## src/logic/gec_pkg.sv

```systemverilog
// Shared constants for the port, edge interrupt and serial frame control slice.
package gec_pkg;

  // ----------------------------------------------------------------------
  // Register addresses carried in the control word
  // ----------------------------------------------------------------------
  localparam logic [3:0] ADDR_PORT_VALUE = 4'h0;
  localparam logic [3:0] ADDR_PORT_DIR = 4'h1;
  localparam logic [3:0] ADDR_RISE_EN = 4'h2;
  localparam logic [3:0] ADDR_FALL_EN = 4'h3;
  localparam logic [3:0] ADDR_IRQ_CLR = 4'h4;

  // ----------------------------------------------------------------------
  // Field positions and masks
  // ----------------------------------------------------------------------
  localparam int PORT_W = 10;
  localparam int BIT_FORCE_LOW = 15;
  localparam int BIT_CONV = 11;
  localparam int BIT_POS_X = 12;
  localparam int BIT_NEG_X = 13;
  localparam logic [15:0] SRC_MASK = 16'h3bff;
  localparam logic [15:0] DIR_MASK = 16'h83ff;
  localparam logic [15:0] REG_RESET = 16'h0000;
  localparam logic [9:0] PORT_RESET = 10'h000;

  // ----------------------------------------------------------------------
  // Serial frame layout, bit indices within a 64-bit frame
  // ----------------------------------------------------------------------
  localparam logic [5:0] FRAME_LAST = 6'h3f;
  localparam logic [5:0] WORD1_LAST = 6'h0f;
  localparam logic [5:0] WORD2_FIRST = 6'h10;
  localparam logic [5:0] WORD2_LAST = 6'h1f;
  localparam logic [5:0] WORD3_FIRST = 6'h20;
  localparam logic [5:0] WORD3_LAST = 6'h2f;
  localparam int CTRL_WR_POS = 15;
  localparam int CTRL_ADDR_HI = 14;
  localparam int CTRL_ADDR_LO = 11;

  // ----------------------------------------------------------------------
  // Reset stretching and synchroniser width
  // ----------------------------------------------------------------------
  localparam logic [2:0] RST_SCLK_PERIODS = 3'h5;
  localparam int SYNC_W = 17;

endpackage

```

## src/logic/gec_sync.sv

```systemverilog
// Two-flop synchroniser bank for inputs from outside the mclk domain.
`timescale 1ns/1ps
module gec_sync #(
  parameter int W = 1
) (
  input wire logic mclk,
  input wire logic sys_rst,
  input wire logic [W-1:0] asyncIn,
  output logic [W-1:0] syncOut
);

  logic [W-1:0] meta_q;

  // The first stage feeds only the second stage.
  always_ff @(posedge mclk)
  begin
    if (sys_rst)
    begin
      meta_q <= '0;
      syncOut <= '0;
    end
    else
    begin
      meta_q <= asyncIn;
      syncOut <= meta_q;
    end
  end

endmodule

```

## src/logic/gec_rst_gen.sv

```systemverilog
// Internal reset stretcher counting serial clock periods after the reset pin releases.
`timescale 1ns/1ps
module gec_rst_gen (
  input wire logic mclk,
  input wire logic sys_rst,
  input wire logic extRstN,
  input wire logic sclkRise,
  output logic intRst_q
);
  import gec_pkg::*;

  logic [2:0] cnt_q;

  // The pulse outlasts the pin so that registers clear even on a glitch-short reset.
  always_ff @(posedge mclk)
  begin
    if (sys_rst || !extRstN)
    begin
      cnt_q <= 3'h0;
      intRst_q <= 1'b1;
    end
    else if (intRst_q && sclkRise)
    begin
      cnt_q <= cnt_q + 3'h1;
      intRst_q <= (cnt_q + 3'h1) != RST_SCLK_PERIODS;
    end
  end

endmodule

```

## src/logic/gec_ctrl.sv

```systemverilog
// Port, edge interrupt and serial frame register slice, top level.
//
// Functional notes
// - Output pins drive the last value written to the port value register.
// - Reading the port value register returns the sensed pin levels.
// - Direction bit one makes the pin an output, zero disables its driver.
// - Reset clears all direction and port value bits.
// - Force-low bit set drives serial output low through the second word.
// - Force-low bit clear floats serial output during the second word.
// - Port pin rising edges interrupt only when enabled; enables reset to zero.
// - Enable bit 11 lets converter-done rising edges interrupt.
// - Enable bit 12 lets positive-x plate rising edges interrupt.
// - Enable bit 13 lets negative-x plate rising edges interrupt.
// - External reset makes an internal reset lasting five serial clock periods.
// - Falling-edge enable register at address 3 works bit for bit.
// - Writing address 4 clears a pending flag on a zero-to-one bit change.
// - Reading address 4 returns the pending flags.
`timescale 1ns/1ps
module gec_ctrl (
  input wire logic mclk,
  input wire logic sys_rst,
  input wire logic sibClk,
  input wire logic sibSync,
  input wire logic sibDataIn,
  output logic serialDataOutput,
  output logic serialDataOutputOe,
  input wire logic [gec_pkg::PORT_W-1:0] portPinIn,
  output logic [gec_pkg::PORT_W-1:0] portPinOut,
  output logic [gec_pkg::PORT_W-1:0] portPinOe,
  input wire logic convDone,
  input wire logic touchPlatePosX,
  input wire logic touchPlateNegX,
  input wire logic extRstN
);
  import gec_pkg::*;

  function automatic logic [15:0] riseOf(input logic [15:0] cur, input logic [15:0] prev);
    riseOf = cur & ~prev;
  endfunction

  // ----------------------------------------------------------------------
  // Synchronisers and serial clock edges
  // ----------------------------------------------------------------------
  logic [SYNC_W-1:0] syncOut;
  logic [PORT_W-1:0] sIo;
  logic sConv, sPosX, sNegX, sClk, sSync, sDin, sRstN;
  logic sclkPrev_q;
  logic sclkRise, sclkFall, intRst, rstAll;

  gec_sync #(.W(SYNC_W)) u_sync (
    .mclk(mclk),
    .sys_rst(sys_rst),
    .asyncIn({extRstN, sibDataIn, sibSync, sibClk, touchPlateNegX, touchPlatePosX,
              convDone, portPinIn}),
    .syncOut(syncOut)
  );

  assign {sRstN, sDin, sSync, sClk, sNegX, sPosX, sConv, sIo} = syncOut;
  assign sclkRise = sClk && !sclkPrev_q;
  assign sclkFall = !sClk && sclkPrev_q;

  always_ff @(posedge mclk)
  begin
    if (sys_rst)
      sclkPrev_q <= 1'b0;
    else
      sclkPrev_q <= sClk;
  end

  gec_rst_gen u_rst (
    .mclk(mclk),
    .sys_rst(sys_rst),
    .extRstN(sRstN),
    .sclkRise(sclkRise),
    .intRst_q(intRst)
  );

  assign rstAll = sys_rst || intRst;

  // ----------------------------------------------------------------------
  // Serial frame tracking
  // ----------------------------------------------------------------------
  logic [5:0] bitCnt_q, sampBit, outBit, rdDiff;
  logic inFrame_q, sampValid;
  logic [15:0] shift_q, shiftNext, rdData_q, rdMux;
  logic ctrlWr_q;
  logic [3:0] ctrlAddr_q, addrNext;
  logic wrEn;
  logic [15:0] wrData;

  assign sampBit = sSync ? 6'h00 : bitCnt_q + 6'h01;
  assign sampValid = sSync || (inFrame_q && bitCnt_q != FRAME_LAST);
  assign shiftNext = {shift_q[14:0], sDin};
  assign addrNext = shiftNext[CTRL_ADDR_HI:CTRL_ADDR_LO];
  assign wrEn = sclkFall && sampValid && sampBit == WORD2_LAST && ctrlWr_q;
  assign wrData = shiftNext;
  assign outBit = bitCnt_q + 6'h01;
  assign rdDiff = WORD3_LAST - outBit;

  always_ff @(posedge mclk)
  begin
    if (sys_rst)
    begin
      bitCnt_q <= FRAME_LAST;
      inFrame_q <= 1'b0;
      shift_q <= 16'h0000;
    end
    else if (sclkFall)
    begin
      shift_q <= shiftNext;
      bitCnt_q <= sampValid ? sampBit : bitCnt_q;
      inFrame_q <= sampValid && sampBit != FRAME_LAST;
    end
  end

  // Read data is frozen when the control word ends, so pins may move during shift-out.
  always_ff @(posedge mclk)
  begin
    if (sys_rst)
    begin
      ctrlWr_q <= 1'b0;
      ctrlAddr_q <= 4'h0;
      rdData_q <= 16'h0000;
    end
    else if (sclkFall && sampValid && sampBit == WORD1_LAST)
    begin
      ctrlWr_q <= shiftNext[CTRL_WR_POS];
      ctrlAddr_q <= addrNext;
      rdData_q <= rdMux;
    end
  end

  // ----------------------------------------------------------------------
  // Control registers
  // ----------------------------------------------------------------------
  logic [PORT_W-1:0] valueReg_q;
  logic [15:0] dirReg_q, riseEn_q, fallEn_q, lastClr_q, pend_q;
  logic wrValue, wrDir, wrRise, wrFall, wrClr, forceLow;

  assign wrValue = wrEn && ctrlAddr_q == ADDR_PORT_VALUE;
  assign wrDir = wrEn && ctrlAddr_q == ADDR_PORT_DIR;
  assign wrRise = wrEn && ctrlAddr_q == ADDR_RISE_EN;
  assign wrFall = wrEn && ctrlAddr_q == ADDR_FALL_EN;
  assign wrClr = wrEn && ctrlAddr_q == ADDR_IRQ_CLR;
  assign forceLow = dirReg_q[BIT_FORCE_LOW];

  always_ff @(posedge mclk)
  begin
    if (rstAll)
    begin
      valueReg_q <= PORT_RESET;
      dirReg_q <= REG_RESET;
      riseEn_q <= REG_RESET;
      fallEn_q <= REG_RESET;
      lastClr_q <= REG_RESET;
    end
    else
    begin
      if (wrValue)
        valueReg_q <= wrData[PORT_W-1:0];
      if (wrDir)
        dirReg_q <= wrData & DIR_MASK;
      if (wrRise)
        riseEn_q <= wrData & SRC_MASK;
      if (wrFall)
        fallEn_q <= wrData & SRC_MASK;
      if (wrClr)
        lastClr_q <= wrData & SRC_MASK;
    end
  end

  // Unmapped addresses and unused bit positions read as zero.
  assign rdMux = (addrNext == ADDR_PORT_VALUE) ? {6'h00, sIo} :
                 (addrNext == ADDR_PORT_DIR) ? dirReg_q :
                 (addrNext == ADDR_RISE_EN) ? riseEn_q :
                 (addrNext == ADDR_FALL_EN) ? fallEn_q :
                 (addrNext == ADDR_IRQ_CLR) ? pend_q : 16'h0000;

  // ----------------------------------------------------------------------
  // Edge interrupt sources
  // ----------------------------------------------------------------------
  logic [15:0] srcNow, srcPrev_q, risen, fallen, setVec, clrVec, pend_d;

  assign srcNow = {2'h0, sNegX, sPosX, sConv, 1'b0, sIo} & SRC_MASK;
  assign risen = sclkRise ? riseOf(srcNow, srcPrev_q) : 16'h0000;
  assign fallen = sclkRise ? riseOf(srcPrev_q, srcNow) : 16'h0000;
  assign setVec = (risen & riseEn_q) | (fallen & fallEn_q);
  assign clrVec = wrClr ? riseOf(wrData & SRC_MASK, lastClr_q) : 16'h0000;
  // A new edge in the clearing cycle survives the clear.
  assign pend_d = (pend_q & ~clrVec) | setVec;

  always_ff @(posedge mclk)
  begin
    if (rstAll)
    begin
      srcPrev_q <= REG_RESET;
      pend_q <= REG_RESET;
    end
    else
    begin
      if (sclkRise)
        srcPrev_q <= srcNow;
      pend_q <= pend_d;
    end
  end

  // ----------------------------------------------------------------------
  // Pin and serial output drivers
  // ----------------------------------------------------------------------
  always_ff @(posedge mclk)
  begin
    if (rstAll)
    begin
      portPinOut <= PORT_RESET;
      portPinOe <= PORT_RESET;
    end
    else
    begin
      portPinOut <= valueReg_q;
      portPinOe <= dirReg_q[PORT_W-1:0];
    end
  end

  always_ff @(posedge mclk)
  begin
    if (sys_rst)
    begin
      serialDataOutput <= 1'b0;
      serialDataOutputOe <= 1'b0;
    end
    else if (sclkRise)
    begin
      if (inFrame_q && outBit >= WORD2_FIRST && outBit <= WORD2_LAST)
      begin
        serialDataOutput <= 1'b0;
        serialDataOutputOe <= forceLow;
      end
      else if (inFrame_q && !ctrlWr_q && outBit >= WORD3_FIRST && outBit <= WORD3_LAST)
      begin
        serialDataOutput <= rdData_q[rdDiff[3:0]];
        serialDataOutputOe <= 1'b1;
      end
      else
      begin
        serialDataOutput <= 1'b0;
        serialDataOutputOe <= 1'b0;
      end
    end
  end

  logic inWord2;
  assign inWord2 = sclkRise && inFrame_q && outBit >= WORD2_FIRST && outBit <= WORD2_LAST;
endmodule

```

## config.mk

```make
export PLATFORM = sky130hd
export DESIGN_NAME = gec_ctrl
export DESIGN_NICKNAME = d
export VERILOG_FILES = /design/src/logic/gec_pkg.sv /design/src/logic/gec_sync.sv /design/src/logic/gec_rst_gen.sv /design/src/logic/gec_ctrl.sv
export SDC_FILE = /design/constraint.sdc
export NUM_CORES = 1
export LEC_CHECK = 0
export BUFFER_PORTS_ARGS = -buffer_cell sky130_fd_sc_hd__buf_2
export CORE_UTILIZATION = 50
export DETAILED_ROUTE_END_ITERATION = 7
export PLACE_DENSITY_LB_ADDON = 0.2
export SYNTH_ARGS = -nofsm -noshare
export SYNTH_HDL_FRONTEND = slang
export SYNTH_HIERARCHICAL = 1
export SYNTH_SLANG_ARGS = --single-unit
```

## constraint.sdc

```tcl
create_clock -name mclk -period 5.1 [get_ports mclk]
set_input_delay 0.255 -clock mclk [delete_from_list [all_inputs] [get_ports mclk]]
set_output_delay 0.255 -clock mclk [all_outputs]
set_load 0.01 [all_outputs]
```

==> results.ini <==
[outcome]
status = finished, violations left
violations = DRC

[clock_network]
cts_tree = built
cts_resized = 0
clkTransAtPathRegs_ns = 0.07
clockRootBuffer = clkbuf_16
clock-sinks = 188
numCtsBuffers = 17
h-tree-depth = 4
postCtsSetupBuffers = 0
cts_buffer_depth = 2
cts-hold-fix-buffers = 0
clock_latency_ns = 0.43

[cells_and_area]
n_antenna_cell = 0
drive_gt1_frac = 0.123
fill_cells = 1294
final_nets = 850
final_cell_area_mm2 = 0.00834
area_growth_pct = 10.5

[floorplanning]
dieArea_mm2 = 0.0156
initial_core_util = 0.515
chipHeight_um = 125
rows = 44
core_area_mm2 = 0.0146
ios = 41
die_x_um = 125

[global_routing]
grt_pass1_vias = 5506
grt.total_usage = 0.232
grt_pass1_wl_mm = 28.2
antenna_found_initial = 0
grt_start_max_net_pins = 88
grt-ovfl-total = 0

[logic_synthesis]
yosysSeqAreaShare = 0.499
synth_enable_flop_cells = 0
yosysWarningCount = 6
synth_area_mm2 = 0.00755
synth_top_area_frac = 0.499
synthCells = 813
ys_top_cells_by_area = dfxtp_1 50%, mux2i_1 9.7%, nand2_1 8.4%
synth_area_per_cell_um2 = 9.28
ys_ff_latch = 188
synth_cell_types = 58
synth_ff_type = dfxtp_1
yosysMostFrequentCell = dfxtp_1
yosys.area.top_type = dfxtp_1
synth_commonest_cells = 188 x dfxtp_1, 168 x nand2_1, 91 x a21oi_1, 73 x mux2i_1, 36 x nor2b_1
syn-num-nets = 836
async_flop_share = 0

[worst_setup_path]
cp.arrival_ns = 3.54
cp-end-kind = flop
path_cells = nor2b_1, o221a_2, and4b_1, nand4_1, mux2i_1
worstSetupPathType = flop to flop
slowest_delay_ns = 0.86
cp_slowest_cell = nor2b_1
worst-path-max-fanout = 17
worst_setup_path_start_kind = flop
reg2reg_slack_ns = 1.91
crit_required_ns = 5.44

[drt]
routed_wl_mm = 17.2
remaining_drc_errors = 8
drt-wirelength-per-cell_um = 16.8
num_vias = 5728
first_pass_iters = 7
initialDrtViolationCount = 400
ant_nets = 0
via_per_inst = 5.59

[timing]
fin_ws_ns = 1.91
skew_ns = 0.0137
setup_viol = 0
maxSlewHeadroom = 0.201
tightest_slew_ns = 1.20
post-route-min-period_ns = 3.19
fmax_ghz = 0.313
setup_tns_ns = 0
maxSlewViolCount = 0
fin_crit_sh = 0.626
rsz0062_at_grt = false
whs_ns = 0.0291
hold_viol = 0

[placement]
gp_congestion = 0.816
dpl_cell_area_mm2 = 0.00776
place_ws_ns = 1.96
dp_hpwl_mm = 11.4
io_buffers = 40

[power]
p_per_area_mw_per_mm2 = 338
p_leak_uw = 0.00343
vdd_drop_max_v = 0.000260

[job]
drv_cap = 0

[min_path]
min_path_type = primary input to flop

-- cell families (layout without fill, tap and decap cells) --
| group | after synthesis | after routing | synth area share |
|---|---|---|---|
| flip-flops | 188 | 188 | 0.499 |
| multiplexers | 82 | 82 | 0.115 |
| adder cells (fa/ha/maj) | 4 | 4 | 0.00663 |
| AO/OA/AOI/OAI | 154 | 154 | 0.119 |
| buffers and inverters | 77 | 104 | 0.0477 |
| AND/OR/NAND/NOR | 302 | 302 | 0.207 |
| XOR/XNOR | 6 | 6 | 0.00696 |
-- power breakdown --
group / switching, µW / internal (µW)
registers: 9.11 / 1480
logic: 25.3 / 18.9
clock network: 588 / 696
-- routing by layer --
metal	GRT usage	vias to the layer above	wire length, µm
met2	0.371	137	8040
met4	0.0796	0	321
met3	0.0541	25	862
met5	0	-	0
li1	-	2806	-
met1	0.306	2760	7940
-- final timing paths --
| path | from | end | cells after the start |
|---|---|---|---|
| worst min-delay path | portPinIn[6] | u_sync/meta_q[6]$_SDFF_PP0_ | 2 |
| worst max-delay path | sclkPrev_q$_SDFF_PP0_ | dirReg_q[5]$_SDFFE_PP0P_ | 5 |
| worst min register to register | valueReg_q[4]$_SDFFE_PP0P_ | portPinOut[4]$_SDFF_PP0_ | 2 |
| worst max register to register | sclkPrev_q$_SDFF_PP0_ | dirReg_q[5]$_SDFFE_PP0P_ | 5 |
-- worst max-delay path: cells and delay by family (launching register included) --
| family | cells | cell delay, ns |
|---|---|---|
| compound gates | 1 | 0.42 |
| simple gates | 3 | 1.91 |
| flops | 1 | 0.37 |
| mux | 1 | 0.39 |
-- final cells by class --
cell class | instances | area, µm² | share of cell area
inverters | 28 | 105 | 0.0126
well taps | 184 | 230 | 0.0276
multi-input cells | 548 | 3440 | 0.412
flip-flops and latches | 188 | 3760 | 0.451
clock buffers | 18 | 439 | 0.0527
clock inverters | 14 | 135 | 0.0162
repair buffers | 44 | 230 | 0.0276
-- state kept, by name, summed over array words and instances (netlist names), 3 cells and up --
signal / cells
riseEn_q: 13
portPinOe: 10
lastClr_q: 13
shift_q: 15
srcPrev_q: 13
ctrlAddr_q: 4
portPinOut: 10
dirReg_q: 11
u_sync/syncOut: 17
u_sync/meta_q: 17
u_rst/cnt_q: 3
bitCnt_q: 6
valueReg_q: 10
fallEn_q: 13
pend_q: 13
rdData_q: 14
-- metrics by stage --
step	total power, µW	std cells	util
after floorplan	1550	813	-
after global placement	1570	992	0.530
after detailed placement	1570	992	0.530
after CTS	2840	1024	0.569
after global routing	2920	1024	0.569
final	2820	1024	0.569
-- layout by cell type (no fill, tap or decap), drive strengths merged, types with 9 or more instances in the layout --
| cell | count |
|---|---|
| dfxtp | 188 |
| nor2b | 36 |
| inv | 34 |
| nand2 | 168 |
| nor2 | 9 |
| mux2i | 73 |
| nand3b | 31 |
| clkbuf | 18 |
| a21oi | 91 |
| nor3b | 15 |
| o21ai | 25 |
| buf | 44 |
No activity file was read; power rests on OpenSTA's default activity.
